<file path="config.mk">
export PLATFORM = sky130hd
export DESIGN_NAME = mac_irq_tx_regs
export DESIGN_NICKNAME = d
export VERILOG_FILES = /design/src/logic/mac_regs_pkg.sv /design/src/logic/bit_sync.sv /design/src/logic/sticky_flags.sv /design/src/logic/mac_irq_tx_regs.sv
export SDC_FILE = /design/constraint.sdc
export NUM_CORES = 1
export LEC_CHECK = 0
export ABC_AREA = 1
export BUFFER_PORTS_ARGS = -buffer_cell sky130_fd_sc_hd__buf_2
export CAP_MARGIN = 20
export CORE_ASPECT_RATIO = 1.2
export CORE_UTILIZATION = 48
export CTS_BUF_LIST = sky130_fd_sc_hd__clkbuf_16
export DETAILED_ROUTE_END_ITERATION = 8
export PLACE_DENSITY = 0.76
export SLEW_MARGIN = 20
export SYNTH_ARGS = -nofsm -noshare
export SYNTH_HDL_FRONTEND = slang
export SYNTH_SLANG_ARGS = --single-unit
</file>
<file path="constraint.sdc">
create_clock -name clk -period 1.2 [get_ports clk]
set_input_delay 0.12 -clock clk [delete_from_list [all_inputs] [get_ports clk]]
set_output_delay 0.12 -clock clk [all_outputs]
set_load 0.005 [all_outputs]
</file>
<file path="src/logic/mac_regs_pkg.sv">
// Purpose: Shared offsets, field positions and reset values for the
//          interrupt and transmit configuration register bank.
// Assumes: 8-bit register port with a 5-bit offset.
// Notes:   Page selection is not modelled; offsets are page 0.
package mac_regs_pkg;
	// Register offsets
	localparam logic [4:0] OFS_COMMAND    = 5'h00;
	localparam logic [4:0] OFS_TX_STATUS  = 5'h04;
	localparam logic [4:0] OFS_IRQ_STATUS = 5'h07;
	localparam logic [4:0] OFS_TX_CONFIG  = 5'h0d;
	localparam logic [4:0] OFS_DATA_CFG   = 5'h0e;
	localparam logic [4:0] OFS_IRQ_MASK   = 5'h0f;
	// Command register fields
	localparam int CMD_STOP_BIT  = 0;
	localparam int CMD_START_BIT = 1;
	// Interrupt status fields
	localparam int IRQ_RESET_BIT = 7;
	localparam int IRQ_DMA_BIT   = 6;
	localparam int IRQ_TALLY_BIT = 5;
	localparam int IRQ_RING_BIT  = 4;
	localparam int IRQ_TXERR_BIT = 3;
	localparam int IRQ_RXERR_BIT = 2;
	localparam int IRQ_TXOK_BIT  = 1;
	localparam int IRQ_RXOK_BIT  = 0;
	localparam int IRQ_SOURCES   = 7;
	// Data configuration fields
	localparam int DCFG_WORD_BIT   = 0;
	localparam int DCFG_ALWAYS_BIT = 7;
	// Transmit configuration fields
	localparam int TCFG_CRC_BIT    = 0;
	localparam int TCFG_LB_LO_BIT  = 1;
	localparam int TCFG_LB_HI_BIT  = 2;
	localparam int TCFG_RETRY_BIT  = 5;
	localparam int TCFG_PAD_BIT    = 6;
	localparam int TCFG_DUPLEX_BIT = 7;
	// Transmit status fields
	localparam int TST_OK_BIT     = 0;
	localparam int TST_COL_BIT    = 2;
	localparam int TST_GAVEUP_BIT = 3;
	localparam int TST_LATE_BIT   = 7;
	// Reset values
	localparam logic [7:0] RST_TX_CONFIG = 8'h00;
	localparam logic [7:0] RST_DATA_CFG  = 8'h00;
	localparam logic [6:0] RST_IRQ_MASK  = 7'h00;
	localparam logic [7:0] RST_TX_STATUS = 8'h00;
	localparam logic [6:0] RST_IRQ_FLAGS = 7'h00;
	localparam logic [7:0] READ_ZERO     = 8'h00;
	// Pad threshold used by the transmitter when padding is on
	localparam int MIN_FRAME_BYTES = 60;
	// Loopback encodings
	typedef enum logic [1:0] {
		LB_NORMAL   = 2'h0,
		LB_INTERNAL = 2'h1,
		LB_PHY      = 2'h2
	} loopback_t;
endpackage : mac_regs_pkg

</file>
<file path="src/logic/bit_sync.sv">
// Purpose: Two-stage synchroniser for a group of asynchronous pins.
// Assumes: Multi-bit groups are only sampled while held stable.
// Notes:   First stage is read by the second stage only.
`timescale 1ns/1ns
module bit_sync #(
	parameter int WIDTH = 1,
	parameter logic [WIDTH-1:0] INIT = '0
) (
	input  wire logic             clk,
	input  wire logic             rst_n,
	input  wire logic [WIDTH-1:0] async,
	output logic      [WIDTH-1:0] synced
);
	logic [WIDTH-1:0] stage1;  // Metastability catcher
	// One pair of flops per bit
	for (genvar i = 0; i < WIDTH; i++) begin : g_bit
		always_ff @(posedge clk or negedge rst_n) begin
			if (!rst_n) begin
				stage1[i] <= INIT[i];
				synced[i] <= INIT[i];
			end else begin
				stage1[i] <= async[i];
				synced[i] <= stage1[i];
			end
		end
	end
endmodule : bit_sync

</file>
<file path="src/logic/sticky_flags.sv">
// Purpose: Write-one-to-clear event flags where a set beats a clear.
// Assumes: Set and clear vectors are single-cycle, same clock.
// Notes:   Used for the interrupt status sources.
`timescale 1ns/1ns
module sticky_flags
	import mac_regs_pkg::*;
#(
	parameter int N = IRQ_SOURCES
) (
	input  wire logic         clk,
	input  wire logic         rst_n,
	input  wire logic [N-1:0] setVec,
	input  wire logic [N-1:0] clearVec,
	output logic      [N-1:0] flags
);
	logic [N-1:0] next_flags;  // Flag values for the next edge
	// Set wins so an event in the clearing cycle is kept
	always_comb begin
		next_flags = (flags & ~clearVec) | setVec;  // [RULE8]
	end
	// Plain register stage
	always_ff @(posedge clk or negedge rst_n) begin
		if (!rst_n) begin
			flags <= RST_IRQ_FLAGS;
		end else begin
			flags <= next_flags;
		end
	end
	a_set_wins: assert property (@(posedge clk) // [RULE8]
		disable iff (!rst_n)
		(setVec != '0) |=> ((flags & $past(setVec)) == $past(setVec)))
		else $error("set event lost");
	a_zero_keeps: assert property (@(posedge clk) // [RULE8]
		disable iff (!rst_n)
		(setVec == '0 && clearVec == '0) |=> $stable(flags))
		else $error("flag changed without cause");
endmodule : sticky_flags

</file>
<file path="src/logic/mac_irq_tx_regs.sv">
// Purpose: Interrupt status, interrupt mask, data and transmit
//          configuration, and transmit status registers of a MAC.
// Assumes: Host bus pins are asynchronous and held stable for at
//          least three clocks around each strobe.
// Notes:   Event inputs are one-cycle pulses on clk.
// How it works
// (RULE1) Bit 7 set at reset, cleared by start
// (RULE2) Bit 6 set on remote DMA done
// (RULE3) Bit 5 set on tally counter MSB
// (RULE4) Bit 4 set when receive ring exhausted
// (RULE5) Bit 3 set on excess collisions or underrun
// (RULE6) Bit 2 set on receive errors or miss
// (RULE7) Bit 1 sent ok, bit 0 received ok
// (RULE8) Bits 6..0 cleared only by writing one
// (RULE9) Mask enables bits 6..0, reset disabled
// (RULE10) Data config bit 0 selects word transfers
// (RULE11) Data config bit 7 forces DMA complete
// (RULE12) Transmit config bit 7 selects full duplex
// (RULE13) Transmit config bit 6 disables short padding
// (RULE14) Transmit config bit 5 retries late collisions
// (RULE15) Transmit config bits 2:1 select loopback
// (RULE16) Transmit config bit 0 inhibits CRC
// (RULE17) Status bit 3 marks excess-collision abort
// (RULE18) Status bit 2 marks any collision
// (RULE19) Status bit 7 late, bit 0 ok
// (RULE20) Interrupt when enabled flag is set
// (RULE21) Host starts by writing command bit 1
`timescale 1ns/1ns
module mac_irq_tx_regs
	import mac_regs_pkg::*;
(
	input  wire logic       clk,
	input  wire logic       rst_n,
	// Host register port pins
	input  wire logic [4:0] cpuAddr,
	input  wire logic [7:0] cpuDataIn,
	input  wire logic       cpuCs_n,
	input  wire logic       cpuRd_n,
	input  wire logic       cpuWr_n,
	output logic      [7:0] cpuDataOut,
	output logic            cpuDataOe,
	// Event pulses from the MAC, DMA engine and counters
	input  wire logic       controllerReset,
	input  wire logic       dmaStart,
	input  wire logic       dmaFinished,
	input  wire logic       tallyMsbSet,
	input  wire logic       ringExhausted,
	input  wire logic       txExcessCol,
	input  wire logic       txUnderrun,
	input  wire logic       rxCrcErr,
	input  wire logic       rxAlignErr,
	input  wire logic       rxOverrun,
	input  wire logic       rxMissed,
	input  wire logic       rxGood,
	input  wire logic       txDone,
	input  wire logic       txGood,
	input  wire logic       txCollided,
	input  wire logic       txGaveUp,
	input  wire logic       txLateHit,
	// Configuration toward the datapath
	output logic            remoteDmaDone,
	output logic            wordTransferSel,
	output logic            fullDuplex,
	output logic            padOff,
	output logic            lateHitRetry,
	output logic      [1:0] loopbackMode,
	output logic            crcInhibit,
	output logic            startCmd,
	output logic            irq
);
	logic [4:0] addrS;       // Synchronised offset
	logic [7:0] dataS;       // Synchronised write data
	logic [2:0] ctlS_n;      // Synchronised cs, rd, wr (active low)
	logic       wrActive;    // Write strobe asserted
	logic       wrLast;      // Write strobe one clock ago
	logic       wrPulse;     // Leading edge of a write
	logic       rdActive;    // Read strobe asserted

	logic [7:0] txConfig;    // Write-only transmit configuration
	logic [7:0] dataCfg;     // Write-only data configuration
	logic [6:0] irqMask;     // Write-only interrupt enables
	logic [7:0] txStatus;    // Read-only transmit status
	logic       resetStatus; // Reset indicator, bit 7
	logic [6:0] irqFlags;    // Sticky sources, bits 6..0
	logic [6:0] irqSet;      // Event vector into flags
	logic [6:0] irqClear;    // Write-one clear vector

	logic [7:0] next_txConfig;
	logic [7:0] next_dataCfg;
	logic [6:0] next_irqMask;
	logic [7:0] next_txStatus;
	logic       next_resetStatus;
	logic [7:0] next_cpuDataOut;
	logic       next_cpuDataOe;
	logic       next_remoteDmaDone;
	logic       next_startCmd;
	logic       next_irq;

	// Pins cross into clk; strobes idle high
	bit_sync #(.WIDTH(3), .INIT(3'h7)) u_ctlSync (
		.clk    (clk),
		.rst_n  (rst_n),
		.async  ({cpuCs_n, cpuRd_n, cpuWr_n}),
		.synced (ctlS_n)
	);
	// Address and data are quasi-static while strobed
	bit_sync #(.WIDTH(13), .INIT(13'h0000)) u_busSync (
		.clk    (clk),
		.rst_n  (rst_n),
		.async  ({cpuAddr, cpuDataIn}),
		.synced ({addrS, dataS})
	);

	// Strobe decode on synchronised levels only
	always_comb begin
		wrActive = !ctlS_n[2] && !ctlS_n[0];
		rdActive = !ctlS_n[2] && !ctlS_n[1];
		wrPulse  = wrActive && !wrLast;
	end

	// Edge history for the write strobe
	always_ff @(posedge clk or negedge rst_n) begin
		if (!rst_n) begin
			wrLast <= 1'b0;
		end else begin
			wrLast <= wrActive;
		end
	end

	// Event vector into the sticky flags
	always_comb begin
		irqSet = '0;
		irqSet[IRQ_DMA_BIT]   = remoteDmaDone;              // [RULE2]
		irqSet[IRQ_TALLY_BIT] = tallyMsbSet;                // [RULE3]
		irqSet[IRQ_RING_BIT]  = ringExhausted;              // [RULE4]
		irqSet[IRQ_TXERR_BIT] = txExcessCol || txUnderrun;  // [RULE5]
		irqSet[IRQ_RXERR_BIT] = rxCrcErr || rxAlignErr      // [RULE6]
			|| rxOverrun || rxMissed;
		irqSet[IRQ_TXOK_BIT]  = txGood;                     // [RULE7]
		irqSet[IRQ_RXOK_BIT]  = rxGood;                     // [RULE7]
		irqClear = '0;
		// Only ones written to the status offset clear
		if (wrPulse && addrS == OFS_IRQ_STATUS) begin
			irqClear = dataS[6:0];  // [RULE8]
		end
	end

	sticky_flags #(.N(IRQ_SOURCES)) u_flags (
		.clk      (clk),
		.rst_n    (rst_n),
		.setVec   (irqSet),
		.clearVec (irqClear),
		.flags    (irqFlags)
	);

	// Register writes, status capture and read mux
	always_comb begin
		next_txConfig    = txConfig;
		next_dataCfg     = dataCfg;
		next_irqMask     = irqMask;
		next_txStatus    = txStatus;
		next_resetStatus = resetStatus;
		next_startCmd    = 1'b0;
		// Address decode for writes
		if (wrPulse) begin
			if (addrS == OFS_TX_CONFIG) begin
				next_txConfig = dataS;
			end else if (addrS == OFS_DATA_CFG) begin
				next_dataCfg = dataS;
			end else if (addrS == OFS_IRQ_MASK) begin
				next_irqMask = dataS[6:0];  // [RULE9]
			end else if (addrS == OFS_COMMAND) begin
				// Host start request clears reset status
				next_startCmd = dataS[CMD_START_BIT];  // [RULE21]
				if (dataS[CMD_START_BIT]) begin
					next_resetStatus = 1'b0;  // [RULE1]
				end
				if (dataS[CMD_STOP_BIT]) begin
					next_resetStatus = 1'b1;  // [RULE1]
				end
			end
		end
		// Entering reset wins over a start in the same cycle
		if (controllerReset) begin
			next_resetStatus = 1'b1;  // [RULE1]
		end
		// Snapshot of the last transmission outcome
		if (txDone) begin
			next_txStatus = READ_ZERO;
			next_txStatus[TST_LATE_BIT]   = txLateHit;   // [RULE19]
			next_txStatus[TST_GAVEUP_BIT] = txGaveUp;    // [RULE17]
			next_txStatus[TST_COL_BIT]    = txCollided;  // [RULE18]
			next_txStatus[TST_OK_BIT]     = txGood;      // [RULE19]
		end
		// Read data is registered again every clock while the read strobe stands
		next_cpuDataOe  = rdActive;
		next_cpuDataOut = READ_ZERO;
		if (rdActive) begin
			if (addrS == OFS_TX_STATUS) begin
				next_cpuDataOut = txStatus;
			end else if (addrS == OFS_IRQ_STATUS) begin
				next_cpuDataOut = {resetStatus, irqFlags};
			end
		end
		// Forced completion when the always-done option is set
		next_remoteDmaDone = dmaFinished
			|| (dmaStart && dataCfg[DCFG_ALWAYS_BIT]);  // [RULE11]
		// Reset status never reaches the interrupt pin
		next_irq = |(irqFlags & irqMask);  // [RULE20]
	end

	// Register stage for all bank state except the flags held in u_flags
	always_ff @(posedge clk or negedge rst_n) begin
		if (!rst_n) begin
			txConfig      <= RST_TX_CONFIG;
			dataCfg       <= RST_DATA_CFG;
			irqMask       <= RST_IRQ_MASK;  // [RULE9]
			txStatus      <= RST_TX_STATUS;
			resetStatus   <= 1'b1;          // [RULE1]
			cpuDataOut    <= READ_ZERO;
			cpuDataOe     <= 1'b0;
			remoteDmaDone <= 1'b0;
			startCmd      <= 1'b0;
			irq           <= 1'b0;
		end else begin
			txConfig      <= next_txConfig;
			dataCfg       <= next_dataCfg;
			irqMask       <= next_irqMask;
			txStatus      <= next_txStatus;
			resetStatus   <= next_resetStatus;
			cpuDataOut    <= next_cpuDataOut;
			cpuDataOe     <= next_cpuDataOe;
			remoteDmaDone <= next_remoteDmaDone;
			startCmd      <= next_startCmd;
			irq           <= next_irq;
		end
	end

	// Configuration fields straight from their flops
	always_comb begin
		wordTransferSel = dataCfg[DCFG_WORD_BIT];      // [RULE10]
		fullDuplex      = txConfig[TCFG_DUPLEX_BIT];   // [RULE12]
		padOff          = txConfig[TCFG_PAD_BIT];      // [RULE13]
		lateHitRetry    = txConfig[TCFG_RETRY_BIT];    // [RULE14]
		loopbackMode    = txConfig[TCFG_LB_HI_BIT:TCFG_LB_LO_BIT]; // [RULE15]
		crcInhibit      = txConfig[TCFG_CRC_BIT];      // [RULE16]
	end

	// Interrupt pin is one clock behind the enabled flags
	a_irq_follows: assert property (@(posedge clk) // [RULE20]
		disable iff (!rst_n)
		irq == $past(|(irqFlags & irqMask)))
		else $error("interrupt does not follow enabled flags");
	// Start alone clears the reset indicator, stop sets it again
	a_start_clears: assert property (@(posedge clk) // [RULE1]
		disable iff (!rst_n)
		(wrPulse && addrS == OFS_COMMAND && dataS[CMD_START_BIT]
		 && !dataS[CMD_STOP_BIT] && !controllerReset) |=> !resetStatus)
		else $error("start did not clear reset status");
	a_stop_sets: assert property (@(posedge clk) // [RULE1]
		disable iff (!rst_n)
		(wrPulse && addrS == OFS_COMMAND && dataS[CMD_STOP_BIT])
		|=> resetStatus)
		else $error("stop did not set reset status");
	a_reset_sets: assert property (@(posedge clk) // [RULE1]
		disable iff (!rst_n)
		controllerReset |=> resetStatus)
		else $error("reset status not set");
	// Completion reaches the flag through the registered pulse
	a_dma_done: assert property (@(posedge clk) // [RULE2]
		disable iff (!rst_n)
		dmaFinished |=> ##1 irqFlags[IRQ_DMA_BIT])
		else $error("remote DMA completion not flagged");
	a_dma_forced: assert property (@(posedge clk) // [RULE11]
		disable iff (!rst_n)
		(dmaStart && dataCfg[DCFG_ALWAYS_BIT]) |=> ##1 irqFlags[IRQ_DMA_BIT])
		else $error("forced completion not flagged");
	// Direct sources land one clock after the event
	a_tally_set: assert property (@(posedge clk) // [RULE3]
		disable iff (!rst_n)
		tallyMsbSet |=> irqFlags[IRQ_TALLY_BIT])
		else $error("tally overflow not flagged");
	a_ring_set: assert property (@(posedge clk) // [RULE4]
		disable iff (!rst_n)
		ringExhausted |=> irqFlags[IRQ_RING_BIT])
		else $error("ring exhaustion not flagged");
	a_txerr_set: assert property (@(posedge clk) // [RULE5]
		disable iff (!rst_n)
		(txExcessCol || txUnderrun) |=> irqFlags[IRQ_TXERR_BIT])
		else $error("transmit error not flagged");
	a_rxerr_set: assert property (@(posedge clk) // [RULE6]
		disable iff (!rst_n)
		(rxCrcErr || rxAlignErr || rxOverrun || rxMissed)
		|=> irqFlags[IRQ_RXERR_BIT])
		else $error("receive error not flagged");
	a_txok_set: assert property (@(posedge clk) // [RULE7]
		disable iff (!rst_n)
		txGood |=> irqFlags[IRQ_TXOK_BIT])
		else $error("transmit ok not flagged");
	a_rxok_set: assert property (@(posedge clk) // [RULE7]
		disable iff (!rst_n)
		rxGood |=> irqFlags[IRQ_RXOK_BIT])
		else $error("receive ok not flagged");
	// Transmit outcome snapshot taken at txDone
	a_txstat_abort: assert property (@(posedge clk) // [RULE17]
		disable iff (!rst_n)
		txDone |=> (txStatus[TST_GAVEUP_BIT] == $past(txGaveUp)
			&& txStatus[TST_COL_BIT] == $past(txCollided)))
		else $error("transmit status not captured");
	a_txstat_late: assert property (@(posedge clk) // [RULE19]
		disable iff (!rst_n)
		txDone |=> (txStatus[TST_LATE_BIT] == $past(txLateHit)
			&& txStatus[TST_OK_BIT] == $past(txGood)))
		else $error("late or ok status not captured");
	// Write-only registers take the byte on the write edge
	a_mask_write: assert property (@(posedge clk) // [RULE9]
		disable iff (!rst_n)
		(wrPulse && addrS == OFS_IRQ_MASK) |=> irqMask == $past(dataS[6:0]))
		else $error("mask write lost");
	a_tcfg_write: assert property (@(posedge clk) // [RULE12]
		disable iff (!rst_n)
		(wrPulse && addrS == OFS_TX_CONFIG) |=> txConfig == $past(dataS))
		else $error("transmit config write lost");
	a_dcfg_write: assert property (@(posedge clk) // [RULE10]
		disable iff (!rst_n)
		(wrPulse && addrS == OFS_DATA_CFG) |=> dataCfg == $past(dataS))
		else $error("data config write lost");
	a_read_flags: assert property (@(posedge clk) // [RULE8]
		disable iff (!rst_n)
		(rdActive && addrS == OFS_IRQ_STATUS)
		|=> cpuDataOe && cpuDataOut == $past({resetStatus, irqFlags}))
		else $error("status read mismatch");
endmodule : mac_irq_tx_regs

</file>
==> out/summary.txt <==
Status - finished, violations left
Failing checks - negative setup slack
Worst vdd ir - 0.00113 V
Core box area - 5010 sq um
Syn avg cell area - 12.3 sq um
DIE WIDTH - 68.6 um
Yosys warning total - 0
Post-synth EDFFs - 0
Hold WC Path Type - in -> reg
Top cells by area, synth - dfrtp_1 64%, dfstp_2 7.2%, nand2_1 5.1%, inv_1 2.5%, o21ai_2 2.4%
Root buf cell - clkbuf_16
Pre-CTS WS - -124 ps
I/O pin count - 54
Count leader, synth - dfrtp_1
Antenna Cells - 0
Largest net degree at the start of global routing - 73
Global-route wire length before repair - 8.27 mm
Final Wtd Congestion - 0.880
Critical Path AT - 1510 ps
Die Y-Extent - 81.9 um
Final slew viol count - 0
Grt ovf - 0
Post-DP HPWL - 2.99 mm
Worst EP required - 1400 ps
Net Count, Synth - 242
Worst-margin pin slew - 374 ps
Leak - 1.81 nW
Nets@finish - 343
Worst setup EP type - flip-flop
TritonCTS clock tree - yes
DRC - 0
Setup-failing EPs final - 29
Netlist Area Pre-Place - 2550 sq um
Synth top area share - 63.8%
Clk_skew - 6.52 ps
Synth cell count leaders - 65 x dfrtp_1, 35 x nand2_1, 17 x inv_1
Setup TNS - -2180 ps
Final cycle utilization of the critical path - 109%
Register bit total from synthesis - 72
Die area - 5610 sq um
Fin. Hold Viols - 0
Via count - 1828
Post-synth top flop - dfrtp_1
Fmax - 0.764 GHz
Antenna Nets Post-Route - 0
Vias in the first global route - 1857
Clock Pin Slew Worst Setup and Hold Paths - 50 ps
Layout cells sized above 1 - 47.3%
CTS H-tree lvls - 3
Minimum hold slack - 12.2 ps
Iter 0 DRT Violations - 125
DRT Wirelength - 5.14 mm
Mapped Cells - 207
Slew headroom - 75.1%
Clock sink count - 72
Post-synthesis async set-or-reset flop share - 100%
Clk_lat worst skew - 320 ps
Post-synthesis sequential area ratio - 71.0%
Initial antenna violation count - 0
Power per cell area - 1460 nW/um^2
Final worst setup slack - -108 ps
Yosys top cell by area - dfrtp_1
Cell row count - 28
Total CTS buffers - 9
Drt via density - 4.90
Total track usage - 21.2%
Setup Crit Path Kind - reg -> reg
Crit path time final - 1310 ps
Number of fillers in the final layout - 313
Setup crit start kind - flip-flop
DRT Pass-1 Iters - 4
RSZ-0062 raised after global routing - true
DR WL/cell - 13.8 um
Yosys cell types - 24
Synth-to-layout area growth - 45.4%
Clk buf depth - 2
Crit-path max FO - 7
Port Buf Inserts - 53
Number of max-cap violations - 0
Starting Density - 50.9%
stage by stage:
stage | std cells | instance area, sq um | total power [W] | util (%)
2_1_floorplan | 207 | 2560 | 0.00289 | -
3_3_place_gp | 325 | 2970 | 0.00310 | 59.3
6_report | 373 | 3710 | 0.00543 | 74.1
3_5_place_dp | 325 | 2970 | 0.00312 | 59.3
5_1_grt | 373 | 3710 | 0.00568 | 74.1
4_1_cts | 371 | 3650 | 0.00547 | 72.8
layout by cell type, fill, tap and decap left out, types with 2 or more instances in the layout:
cell type      count
mux2_1             3
buf_6              4
nand2_4            9
o21ai_2           12
dfrtp_1           63
clkbuf_16          9
dlygate4sd3_1     23
dfrtp_2            2
inv_1             20
buf_2             53
dfstp_2            7
nor2_2             6
a21oi_1            7
buf_12             3
nand2_2            5
nor2_1             7
nand2_1           28
o21ai_1            4
nand3_2            3
nor3b_2            2
inv_2              5
nand3_1            3
a21oi_2            6
clkinv_1           2
buf_4              8
nor2_4             9
flip-flops by register name, summed over array words and instances, names as in the netlist:
name and count:
resetStatus 1, u_flags.flags 7, u_busSync.stage1 13, txStatus 4, u_busSync.synced 13, u_ctlSync.stage1 3, u_ctlSync.synced 3, irq 1
cpuDataOe 1, dataCfg 2, txConfig 6, wrLast 1, cpuDataOut 8, irqMask 7, remoteDmaDone 1, startCmd 1
power by group:
group / internal (W) / leakage, nW / switching (W) / total [W]
clock: 0.00134 / 0.139 / 0.000848 / 0.00219
combinational: 0.000281 / 0.815 / 0.000250 / 0.000531
sequential: 0.00260 / 0.856 / 0.000108 / 0.00270
total: 0.00422 / 1.81 / 0.00121 / 0.00543
path summary, 6_finish.rpt:
kind,slack (ps),from,depth (start not counted),to
worst max-delay path,-110,u_busSync.synced[12]$_DFF_PN0_,6,u_flags.flags[2]$_DFF_PN0_
worst min-delay path,10,txGaveUp,2,txStatus[3]$_DFFE_PN0P_
worst max register to register,-110,u_busSync.synced[12]$_DFF_PN0_,6,u_flags.flags[2]$_DFF_PN0_
worst min register to register,340,u_busSync.stage1[0]$_DFF_PN0_,0,u_busSync.synced[0]$_DFF_PN0_
max in group asynchronous,530,rst_n,3,u_busSync.synced[8]$_DFF_PN0_
min in group asynchronous,350,rst_n,3,u_busSync.synced[11]$_DFF_PN0_
per-layer routing:
layer / wire (um) / track usage, % / vias to the layer above / part of all wire, %
met5: 0 / 0 / - / 0
met4: 269 / 14.6 / 0 / 5.2
met3: 206 / 4.58 / 24 / 4.0
met2: 2630 / 35.0 / 64 / 51
met1: 2030 / 24.0 / 869 / 39
li1: - / - / 871 / -
timing repair:
action | in CTS | in global routing
hold buffers | 23 | 0
pin swaps | 11 | 13
buffers inserted | 6 | 2
setup endpoints to repair | 30 | 32
endpoints found under the hold margin | 85 | 0
cloned | 1 | 0
resized for setup | 32 | 13
worst max-delay path, stage by stage, from the launching register on:
cell and delay (ps):
dfrtp_1 410, nor2_2 170, nand2_2 110, nor2_4 170, nand2_4 120, o21ai_2 140
nand2_1 70
cells by family (layout without fill, tap and decap cells):
kind of cell	after synthesis	after routing	synth area share, %
AO/OA/AOI/OAI	32	32	8.24
buffers and inverters	24	130	4.12
flip-flops	72	72	71.0
multiplexers	3	3	1.32
AND/OR/NAND/NOR	76	76	15.4
cell type report:
type	instances	area, sq um	share of cell area [%]
clock inverter	7	27.5	0.742
timing repair buffer	92	688	18.5
inverter	22	87.6	2.36
multi-input combinational	111	793	21.4
clock buffer	9	225	6.07
tap	60	75.1	2.02
sequential	72	1810	48.9
No activity file was read; power rests on OpenSTA's default activity.
